[src/shared/uiebd_defines.vh]
`ifndef UIEBD_DEFINES_VH
`define UIEBD_DEFINES_VH

// ****************************************************************
// Register map
// ****************************************************************
`define UIEBD_ADDR_W          12
`define UIEBD_OFF_IRQ_STATUS  12'h000
`define UIEBD_OFF_IRQ_MASK    12'h004
`define UIEBD_EP_SEL_MSB      6
`define UIEBD_EP_SEL_LSB      4
`define UIEBD_REG_SEL_MSB     3
`define UIEBD_REG_SEL_LSB     2
`define UIEBD_HIGH_MSB        11
`define UIEBD_HIGH_LSB        7
`define UIEBD_REG_X_COUNT     2'h0
`define UIEBD_REG_Y_COUNT     2'h1
`define UIEBD_REG_Y_BASE      2'h2
`define UIEBD_REG_CONFIG      2'h3
`define UIEBD_EP_GLOBAL       3'h0
`define UIEBD_ALIGN_MSB       1

// ****************************************************************
// Field layouts
// ****************************************************************
`define UIEBD_CNT_EMPTY_BIT   7
`define UIEBD_CNT_MSB         6
`define UIEBD_BASE_MSB        7
`define UIEBD_CFG_ISO_BIT     0
`define UIEBD_CFG_DUAL_BIT    1
`define UIEBD_CFG_TOGGLE_BIT  2
`define UIEBD_CFG_NEXT_Y_BIT  3
`define UIEBD_CFG_SIZE_MSB    12
`define UIEBD_CFG_SIZE_LSB    8
`define UIEBD_BASE_LOW_ZERO   3'h0

// ****************************************************************
// Reset values
// ****************************************************************
`define UIEBD_RST_COUNT       7'h00
`define UIEBD_RST_BASE        8'h00
`define UIEBD_RST_SIZE        5'h00
`define UIEBD_RST_EPS         7'h00

`endif

[src/design/uiebd_len_calc.v]
`timescale 1ns/10ps
`default_nettype none
`include "uiebd_defines.vh"

module uiebd_len_calc
(
	// Descriptor fields of the selected endpoint
	input  wire [6:0]  count_in,
	input  wire        iso_in,
	input  wire [4:0]  sample_size_in,
	input  wire [7:0]  y_base_addr_in,
	// Derived values
	output wire [11:0] byte_len_out,
	output wire [10:0] y_start_addr_out
);
	wire [5:0]  bytes_per_sample;
	wire [12:0] product;

	assign bytes_per_sample = {1'b0, sample_size_in} + 6'h01;
	assign product          = {6'h00, count_in} * {7'h00, bytes_per_sample};

	assign byte_len_out = iso_in ? product[11:0] : {5'h00, count_in};

	assign y_start_addr_out = {y_base_addr_in, `UIEBD_BASE_LOW_ZERO};
endmodule // uiebd_len_calc

`default_nettype wire

[src/design/uiebd_ep_desc.v]
`timescale 1ns/10ps
`default_nettype none
`include "uiebd_defines.vh"

module uiebd_ep_desc
(
	// Clock and reset
	input  wire        clk_sys_in,
	input  wire        rst_in,
	// Register writes
	input  wire [3:0]  wr_sel_in,
	input  wire [15:0] wdata_in,
	// Successful IN transaction on this endpoint
	input  wire        served_in,
	// Descriptor state
	output wire [6:0]  x_packet_count_out,
	output wire        x_empty_out,
	output wire [6:0]  y_packet_count_out,
	output wire        y_empty_out,
	output wire [7:0]  y_base_addr_out,
	output wire        iso_out,
	output wire        dual_buffer_out,
	output wire        toggle_out,
	output wire        next_y_out,
	output wire [4:0]  sample_size_out
);
	reg  [6:0]  x_packet_count_r;
	reg         x_empty_r;
	reg  [6:0]  y_packet_count_r;
	reg         y_empty_r;
	reg  [7:0]  y_base_addr_r;
	reg         iso_r;
	reg         dual_buffer_r;
	reg         toggle_r;
	reg         next_y_r;
	reg  [4:0]  sample_size_r;

	assign x_packet_count_out = x_packet_count_r;
	assign x_empty_out        = x_empty_r;
	assign y_packet_count_out = y_packet_count_r;
	assign y_empty_out        = y_empty_r;
	assign y_base_addr_out    = y_base_addr_r;
	assign iso_out            = iso_r;
	assign dual_buffer_out    = dual_buffer_r;
	assign toggle_out         = toggle_r;
	assign next_y_out         = next_y_r;
	assign sample_size_out    = sample_size_r;

	always @(posedge clk_sys_in)
	begin
		if (rst_in)
		begin
			x_packet_count_r <= `UIEBD_RST_COUNT;
			x_empty_r        <= 1'b0;
			y_packet_count_r <= `UIEBD_RST_COUNT;
			y_empty_r        <= 1'b0;
			y_base_addr_r    <= `UIEBD_RST_BASE;
			iso_r            <= 1'b0;
			dual_buffer_r    <= 1'b0;
			toggle_r         <= 1'b0;
			next_y_r         <= 1'b0;
			sample_size_r    <= `UIEBD_RST_SIZE;
		end
		else
		begin
			if (wr_sel_in[`UIEBD_REG_X_COUNT])
			begin
				x_packet_count_r <= wdata_in[`UIEBD_CNT_MSB:0];
				x_empty_r        <= wdata_in[`UIEBD_CNT_EMPTY_BIT];
			end
			if (wr_sel_in[`UIEBD_REG_Y_COUNT])
			begin
				y_packet_count_r <= wdata_in[`UIEBD_CNT_MSB:0];
				y_empty_r        <= wdata_in[`UIEBD_CNT_EMPTY_BIT];
			end
			if (wr_sel_in[`UIEBD_REG_Y_BASE])
				y_base_addr_r <= wdata_in[`UIEBD_BASE_MSB:0];
			if (wr_sel_in[`UIEBD_REG_CONFIG])
			begin
				iso_r         <= wdata_in[`UIEBD_CFG_ISO_BIT];
				dual_buffer_r <= wdata_in[`UIEBD_CFG_DUAL_BIT];
				toggle_r      <= wdata_in[`UIEBD_CFG_TOGGLE_BIT];
				next_y_r      <= wdata_in[`UIEBD_CFG_NEXT_Y_BIT];
				sample_size_r <= wdata_in[`UIEBD_CFG_SIZE_MSB:`UIEBD_CFG_SIZE_LSB];
			end
			// A completion wins over a software write in the same cycle.
			if (served_in)
			begin
				if (next_y_r)
					y_empty_r <= 1'b1;
				else
					x_empty_r <= 1'b1;
				toggle_r <= ~toggle_r;
				next_y_r <= dual_buffer_r & ~iso_r & ~next_y_r;
			end
			else if (~dual_buffer_r | iso_r)
				next_y_r <= 1'b0;
		end
	end
endmodule // uiebd_ep_desc

`default_nettype wire

[src/design/uiebd_top.v]
`timescale 1ns/10ps
`default_nettype none
`include "uiebd_defines.vh"

module uiebd_top #
(
	parameter NUM_EPS = 7
)
(
	// Clock and reset
	input  wire        clk_sys_in,
	input  wire        rst_in,
	// APB slave
	input  wire        psel_in,
	input  wire        penable_in,
	input  wire        pwrite_in,
	input  wire [11:0] paddr_in,
	input  wire [31:0] pwdata_in,
	output reg  [31:0] prdata_out,
	output reg         pready_out,
	output reg         pslverr_out,
	// IN token from the USB engine
	input  wire        in_token_in,
	input  wire [2:0]  in_ep_in,
	// Outcome of the data stage
	input  wire        in_ack_in,
	input  wire        in_abort_in,
	// Answer to the USB engine
	output reg         resp_valid_out,
	output reg         resp_nak_out,
	output reg         resp_data_out,
	output reg         resp_pid_data1_out,
	output reg         resp_use_y_out,
	output reg  [10:0] resp_y_addr_out,
	output reg  [11:0] resp_byte_len_out,
	// Interrupt
	output reg         irq_out
);
	// ****************************************************************
	// States
	// ****************************************************************
	localparam [2:0] ST_IDLE   = 3'b001;
	localparam [2:0] ST_ANSWER = 3'b010;
	localparam [2:0] ST_WAIT   = 3'b100;

	reg  [2:0]  state_r;
	reg  [2:0]  state_nxt;
	reg  [2:0]  cur_ep_r;
	reg  [6:0]  irq_status_r;
	reg  [6:0]  irq_mask_r;
	reg  [6:0]  irq_status_nxt;
	reg  [6:0]  irq_mask_nxt;

	wire        apb_write;
	wire        apb_setup;
	wire [2:0]  sel_ep;
	wire [1:0]  sel_reg;
	wire        addr_ok;
	wire [6:0]  served;
	wire [6:0]  ep_events;
	wire        tok_take;
	wire        irq_nxt;

	// Per endpoint descriptor buses.
	wire [6:0]  x_cnt    [0:6];
	wire [6:0]  y_cnt    [0:6];
	wire [7:0]  y_base   [0:6];
	wire [4:0]  smp_size [0:6];
	wire [6:0]  x_empty;
	wire [6:0]  y_empty;
	wire [6:0]  iso;
	wire [6:0]  dual;
	wire [6:0]  toggle;
	wire [6:0]  next_y;

	// ****************************************************************
	// Decoding
	// ****************************************************************
	function [6:0] ep_onehot;
		input [2:0] ep;
		begin
			case (ep)
				3'h1:    ep_onehot = 7'h01;
				3'h2:    ep_onehot = 7'h02;
				3'h3:    ep_onehot = 7'h04;
				3'h4:    ep_onehot = 7'h08;
				3'h5:    ep_onehot = 7'h10;
				3'h6:    ep_onehot = 7'h20;
				3'h7:    ep_onehot = 7'h40;
				default: ep_onehot = 7'h00;
			endcase
		end
	endfunction

	function [3:0] reg_onehot;
		input [1:0] r;
		begin
			reg_onehot = 4'h0;
			reg_onehot[r] = 1'b1;
		end
	endfunction

	function [2:0] ep_to_idx;
		input [2:0] ep;
		begin
			ep_to_idx = ep - 3'h1;
		end
	endfunction

	function is_global;
		input [2:0] ep;
		begin
			is_global = (ep == `UIEBD_EP_GLOBAL);
		end
	endfunction

	assign sel_ep    = paddr_in[`UIEBD_EP_SEL_MSB:`UIEBD_EP_SEL_LSB];
	assign sel_reg   = paddr_in[`UIEBD_REG_SEL_MSB:`UIEBD_REG_SEL_LSB];
	assign addr_ok   = (paddr_in[`UIEBD_HIGH_MSB:`UIEBD_HIGH_LSB] == 5'h00) &&
	                   (paddr_in[`UIEBD_ALIGN_MSB:0] == 2'h0) &&
	                   (!is_global(sel_ep) || (sel_reg == `UIEBD_REG_X_COUNT) ||
	                    (sel_reg == `UIEBD_REG_Y_COUNT));
	assign apb_setup = psel_in & ~penable_in;
	assign apb_write = psel_in & penable_in & pready_out & pwrite_in & addr_ok;

	// ****************************************************************
	// Endpoint descriptors
	// ****************************************************************
	// Only a completed data stage counts as an event; a NAK or an abort does not.
	assign served    = (state_r == ST_WAIT && in_ack_in) ? ep_onehot(cur_ep_r) : 7'h00;
	assign ep_events = served;

	genvar gi;
	generate
		for (gi = 0; gi < NUM_EPS; gi = gi + 1)
		begin : g_ep
			wire [3:0] wsel;
			assign wsel = (apb_write && sel_ep == gi + 1) ? reg_onehot(sel_reg) : 4'h0;
			uiebd_ep_desc u_desc
			(
				.clk_sys_in         (clk_sys_in),
				.rst_in             (rst_in),
				.wr_sel_in          (wsel),
				.wdata_in           (pwdata_in[15:0]),
				.served_in          (served[gi]),
				.x_packet_count_out (x_cnt[gi]),
				.x_empty_out        (x_empty[gi]),
				.y_packet_count_out (y_cnt[gi]),
				.y_empty_out        (y_empty[gi]),
				.y_base_addr_out    (y_base[gi]),
				.iso_out            (iso[gi]),
				.dual_buffer_out    (dual[gi]),
				.toggle_out         (toggle[gi]),
				.next_y_out         (next_y[gi]),
				.sample_size_out    (smp_size[gi])
			);
		end
	endgenerate

	// ****************************************************************
	// Response of the addressed endpoint
	// ****************************************************************
	wire [2:0]  tok_idx;
	wire [6:0]  tok_count;
	wire        tok_empty;
	wire        tok_nak;
	wire [11:0] tok_len;
	wire [10:0] tok_addr;

	assign tok_take  = (state_r == ST_IDLE) && in_token_in && !is_global(in_ep_in);
	assign tok_idx   = ep_to_idx(in_ep_in);
	assign tok_count = next_y[tok_idx] ? y_cnt[tok_idx] : x_cnt[tok_idx];
	assign tok_empty = next_y[tok_idx] ? y_empty[tok_idx] : x_empty[tok_idx];
	assign tok_nak   = tok_empty & ~iso[tok_idx];

	uiebd_len_calc u_len
	(
		.count_in         (tok_count),
		.iso_in           (iso[tok_idx]),
		.sample_size_in   (smp_size[tok_idx]),
		.y_base_addr_in   (y_base[tok_idx]),
		.byte_len_out     (tok_len),
		.y_start_addr_out (tok_addr)
	);

	always @*
	begin
		state_nxt = state_r;
		case (state_r)
			ST_IDLE:
				if (tok_take)
					state_nxt = ST_ANSWER;
			ST_ANSWER:
				state_nxt = resp_nak_out ? ST_IDLE : ST_WAIT;
			ST_WAIT:
				if (in_ack_in || in_abort_in)
					state_nxt = ST_IDLE;
			default:
				state_nxt = ST_IDLE;
		endcase
	end

	always @(posedge clk_sys_in)
	begin
		if (rst_in)
		begin
			state_r            <= ST_IDLE;
			cur_ep_r           <= 3'h0;
			resp_valid_out     <= 1'b0;
			resp_nak_out       <= 1'b0;
			resp_data_out      <= 1'b0;
			resp_pid_data1_out <= 1'b0;
			resp_use_y_out     <= 1'b0;
			resp_y_addr_out    <= 11'h000;
			resp_byte_len_out  <= 12'h000;
		end
		else
		begin
			state_r        <= state_nxt;
			resp_valid_out <= 1'b0;
			// Tokens met while an answer or a data stage is pending are dropped.
			// The answer fields stand until the next accepted token.
			if (tok_take)
			begin
				cur_ep_r           <= in_ep_in;
				resp_valid_out     <= 1'b1;
				resp_nak_out       <= tok_nak;
				resp_data_out      <= ~tok_nak;
				resp_pid_data1_out <= toggle[tok_idx];
				resp_use_y_out     <= next_y[tok_idx];
				resp_y_addr_out    <= tok_addr;
				resp_byte_len_out  <= tok_len;
			end
		end
	end

	// ****************************************************************
	// Interrupt status and mask
	// ****************************************************************
	// A new event wins over a write-one-to-clear in the same cycle.
	always @*
	begin
		irq_status_nxt = irq_status_r | ep_events;
		irq_mask_nxt   = irq_mask_r;
		if (apb_write && paddr_in == `UIEBD_OFF_IRQ_STATUS)
			irq_status_nxt = (irq_status_r & ~pwdata_in[6:0]) | ep_events;
		if (apb_write && paddr_in == `UIEBD_OFF_IRQ_MASK)
			irq_mask_nxt = pwdata_in[6:0];
	end

	assign irq_nxt = |(irq_status_r & irq_mask_r);

	always @(posedge clk_sys_in)
	begin
		if (rst_in)
		begin
			irq_status_r <= `UIEBD_RST_EPS;
			irq_mask_r   <= `UIEBD_RST_EPS;
			irq_out      <= 1'b0;
		end
		else
		begin
			irq_status_r <= irq_status_nxt;
			irq_mask_r   <= irq_mask_nxt;
			irq_out      <= irq_nxt;
		end
	end

	// ****************************************************************
	// APB read data and ready
	// ****************************************************************
	reg [31:0] rd_mux;
	reg [2:0]  rd_idx;

	always @*
	begin
		rd_idx = ep_to_idx(sel_ep);
		rd_mux = 32'h0000_0000;
		if (is_global(sel_ep))
		begin
			if (sel_reg == `UIEBD_REG_X_COUNT)
				rd_mux = {25'h0000000, irq_status_r};
			else
				rd_mux = {25'h0000000, irq_mask_r};
		end
		else
		begin
			case (sel_reg)
				`UIEBD_REG_X_COUNT: rd_mux = {24'h000000, x_empty[rd_idx], x_cnt[rd_idx]};
				`UIEBD_REG_Y_COUNT: rd_mux = {24'h000000, y_empty[rd_idx], y_cnt[rd_idx]};
				`UIEBD_REG_Y_BASE:  rd_mux = {24'h000000, y_base[rd_idx]};
				default:            rd_mux = {19'h00000, smp_size[rd_idx], 4'h0,
				                              next_y[rd_idx], toggle[rd_idx],
				                              dual[rd_idx], iso[rd_idx]};
			endcase
		end
	end

	always @(posedge clk_sys_in)
	begin
		if (rst_in)
		begin
			pready_out  <= 1'b0;
			pslverr_out <= 1'b0;
			prdata_out  <= 32'h0000_0000;
		end
		else
		begin
			// Zero wait states: ready follows each setup cycle by one clock.
			pready_out  <= apb_setup;
			pslverr_out <= apb_setup & ~addr_ok;
			if (apb_setup && !pwrite_in && addr_ok)
				prdata_out <= rd_mux;
			else if (apb_setup)
				prdata_out <= 32'h0000_0000;
		end
	end
endmodule // uiebd_top

`default_nettype wire

[config.mk]
export PLATFORM = sky130hd
export DESIGN_NAME = uiebd_top
export DESIGN_NICKNAME = d
export VERILOG_FILES = /design/src/design/uiebd_len_calc.v /design/src/design/uiebd_ep_desc.v /design/src/design/uiebd_top.v
export VERILOG_INCLUDE_DIRS = /design/src /design/src/shared
export SDC_FILE = /design/constraint.sdc
export NUM_CORES = 1
export LEC_CHECK = 0
export BUFFER_PORTS_ARGS = -buffer_cell sky130_fd_sc_hd__buf_2
export CAP_MARGIN = 20
export CORE_ASPECT_RATIO = 1.5
export CORE_UTILIZATION = 51
export DETAILED_ROUTE_END_ITERATION = 7
export PLACE_DENSITY = 0.76
export SETUP_SLACK_MARGIN = 0.3
export SKIP_LAST_GASP = 1
export SLEW_MARGIN = 10
export SYNTH_ARGS = -nofsm -noshare
export SYNTH_HDL_FRONTEND = slang
export SYNTH_SLANG_ARGS = --single-unit
[constraint.sdc]
create_clock -name clk_sys_in -period 12.4 [get_ports clk_sys_in]
set_clock_uncertainty 0.1 [all_clocks]
set_input_delay 1.86 -clock clk_sys_in [delete_from_list [all_inputs] [get_ports clk_sys_in]]
set_output_delay 1.86 -clock clk_sys_in [all_outputs]
set_load 0.05 [all_outputs]
==> results.md <==
* Status: finished clean
* Initial DRC Count at 1,470
* Final min period at 9.23 ns
* PnR worst setup slack at 3.17 ns
* Async set-reset flop share out of synthesis at 0%
* Initial Util at 52.3%
* Fmax at 108 MHz
* Commonest cells post-synth: nand2_1, dfxtp_1, a21oi_1, nor2_1, mux2i_1
* CTS tree: yes
* Finished Core Util at 56.4%
* Top-area cell type share of the netlist area at 35.8%
* Most frequent cell after synthesis: nand2_1
* # fillers at 2,763
* Unique masters post-synth at 73
* GRT Residual Overflow at 0
* Via density at 6.29
* Reg2reg start: g_ep[0].u_desc.sample_size_out[0]
* Largest net degree at the start of global routing at 138
* Synth Flop Type: dfxtp_1
* # diodes at 0
* Rows at 79
* # nets final at 1,979
* IO Count at 118
* TNS Setup at 0 ns
* Fraction of layout cells with a size suffix above 1 at 14.0%
* Die height at 221 um
* Crit path from: in_ep_in[0]
* Cells on worst reg2reg path at 20
* First-pass DRT Iterations at 6
* Crit end category: flip-flop
* Design Area, Final at 17,600 um2
* HP Class: flip-flop to flip-flop
* Vias in the first global route at 14,051
* Crit path arrival time at 9.61 ns
* ANT nets after route at 0
* Leakage at 6.78 nW
* Die Area at 32,800 um2
* Worst vdd ir at 0.0000929 V
* WL per Instance at 22.0 um
* Area leader, netlist: dfxtp_1
* YS warnings at 0
* Post-CTS sizing at 0
* Cell Area, Placed at 16,700 um2
* CTS root buffer: clkbuf_16
* Total power at 2.06 mW
* Vias post-DR at 14,459
* Slew @ Worst Pin at 1.14 ns
* R2R Setup Slk at 6.60 ns
* Routed WL at 50,600 um
* Cts bufs inserted at 28
* Clk_lat worst skew at 0.57 ns
* DRC Markers at 0
* CP required at 12.78 ns
* Pwr/cell area at 117 nW/um2
* H-tree Lvls at 1
* Initial antenna violation count at 1
* CP max FO at 57
* Hold Buf Count CTS at 0
* Final setup fails at 0
* Worst slew margin at 23.8%
* Final worst path period share at 74.4%
* Kind of critical path: input port to flip-flop
* Syn Area/Cell at 8.65 um2
* Post-CTS setup buffer count at 0
* Synth area leaders: dfxtp_1, mux4_2, nand2_1
* Gr usage total at 30.6%
* Max_cap viols at 0
* Worst slack, placed at 2.67 ns
* CP startpoint kind: input port
* Dpl cells at 2,251
* First-pass GRT wire length at 77,700 um
* Hold path start: resp_byte_len_out[1]
* Post-DP HPWL at 34,300 um
* GP Congestion at 0.967
* Clock Path Buffers at 3
* Worst setup path endpoint: resp_byte_len_out[11]
* Post-Syn Area at 16,300 um2
* Slew Limit Fails at 0
* Area delta synth->final at 7.78%
* Fin cells at 2,300
* Yosys reg bits at 292
* Worst-case hold slack at 0.350 ns
* RSZ-0062 raised after global routing: false
* Post-synth EDFFs at 0
* Syn Inst Count at 1,890
* Register area share after synthesis at 35.8%
* DIE WIDTH at 148 um
* Worst-path clk slew at 0.06 ns
* Fin. Hold Viols at 0
* CTS Sinks at 292
* Reg-to-Reg End: resp_byte_len_out[11]
* Input/output buffers at 76
* Core ar. at 31,200 um2
state kept, by name, indices dropped and copies added (netlist names), 8 cells and up:
name	count
resp_y_addr_out	8
g_ep.u_desc.x_packet_count_out	49
g_ep.u_desc.y_base_addr_out	56
g_ep.u_desc.sample_size_out	35
resp_byte_len_out	12
g_ep.u_desc.y_packet_count_out	49
prdata_out	13
cell type report:
cell class	instances	area, um2	area share [%]
well taps	405	507	2.88
repair buffers	91	502	2.85
multi-input cells	1412	9650	54.8
clock inverters	10	139	0.788
inverters	51	191	1.09
flip-flops and latches	292	5850	33.2
clock buffers	39	782	4.44
critical path, stage by stage:
cell and delay [ns]:
buf_2 0.08, buf_4 0.72, inv_1 0.42, ha_4 1.04, and2b_1 0.43, a221o_1 0.23, nand2_1 0.10, inv_1 0.21
nand2_1 0.21, xnor2_1 0.48, inv_1 0.14, or2_1 0.27, fa_1 0.56, fa_1 0.44, fa_1 0.51, inv_1 0.05
ha_1 0.29, nor2b_1 0.17, o2111ai_1 0.19, nand4b_1 0.17, a21o_1 0.21, a21oi_1 0.14, xnor3_1 0.45, o41ai_2 0.19
metal layers:
layer | vias to the layer above | routed length (um) | global-route usage [%]
met5 | - | 12 | 0
met3 | 212 | 3780 | 4.49
met1 | 6954 | 17900 | 34.0
met4 | 2 | 3690 | 22.4
li1 | 6550 | - | -
met2 | 741 | 25200 | 52.8
layout by cell type, fill, tap and decap left out, types with 26 or more instances in the layout:
cell type and n:
ha_1 26, mux4_2 71, nand3_1 51, a21oi_1 214, buf_2 75, nand2_1 376, nor2_1 180, dfxtp_1 292
o21ai_0 27, clkbuf_16 28, mux2i_1 130, o211ai_1 27, a31oi_1 26, inv_1 51
report_power, final:
| part | leakage [nW] | internal, mW | switching (mW) |
|---|---|---|---|
| sequential | 2.35 | 0.943 | 0.00376 |
| clock | 0.451 | 0.501 | 0.371 |
| combinational | 3.98 | 0.0642 | 0.181 |
| total | 6.78 | 1.51 | 0.555 |
logic make-up (layout without fill, tap and decap cells):
group,count (synthesis),after routing,share of synthesized area [%]
mux,226,226,19.5
other cells,1,22,0.0229
flops,292,292,35.8
xor+xnor,14,14,0.880
simple gates,708,708,18.2
compound gates,394,394,14.8
fa+ha+maj,48,48,4.59
buf+inv,207,191,6.13
worst min-delay path by stage:
stage	end	slack (ns)	depth (start not counted)
2_1_floorplan	g_ep[6].u_desc.next_y_out	0.32	2
3_3_place_gp	resp_y_addr_out[8]	0.34	2
3_5_place_dp	resp_byte_len_out[1]	0.34	2
4_1_cts	resp_byte_len_out[1]	0.35	2
5_1_grt	resp_pid_data1_out	0.38	2
6_report	resp_byte_len_out[1]	0.35	2
Note: power is estimated with default switching activity, not from simulation.
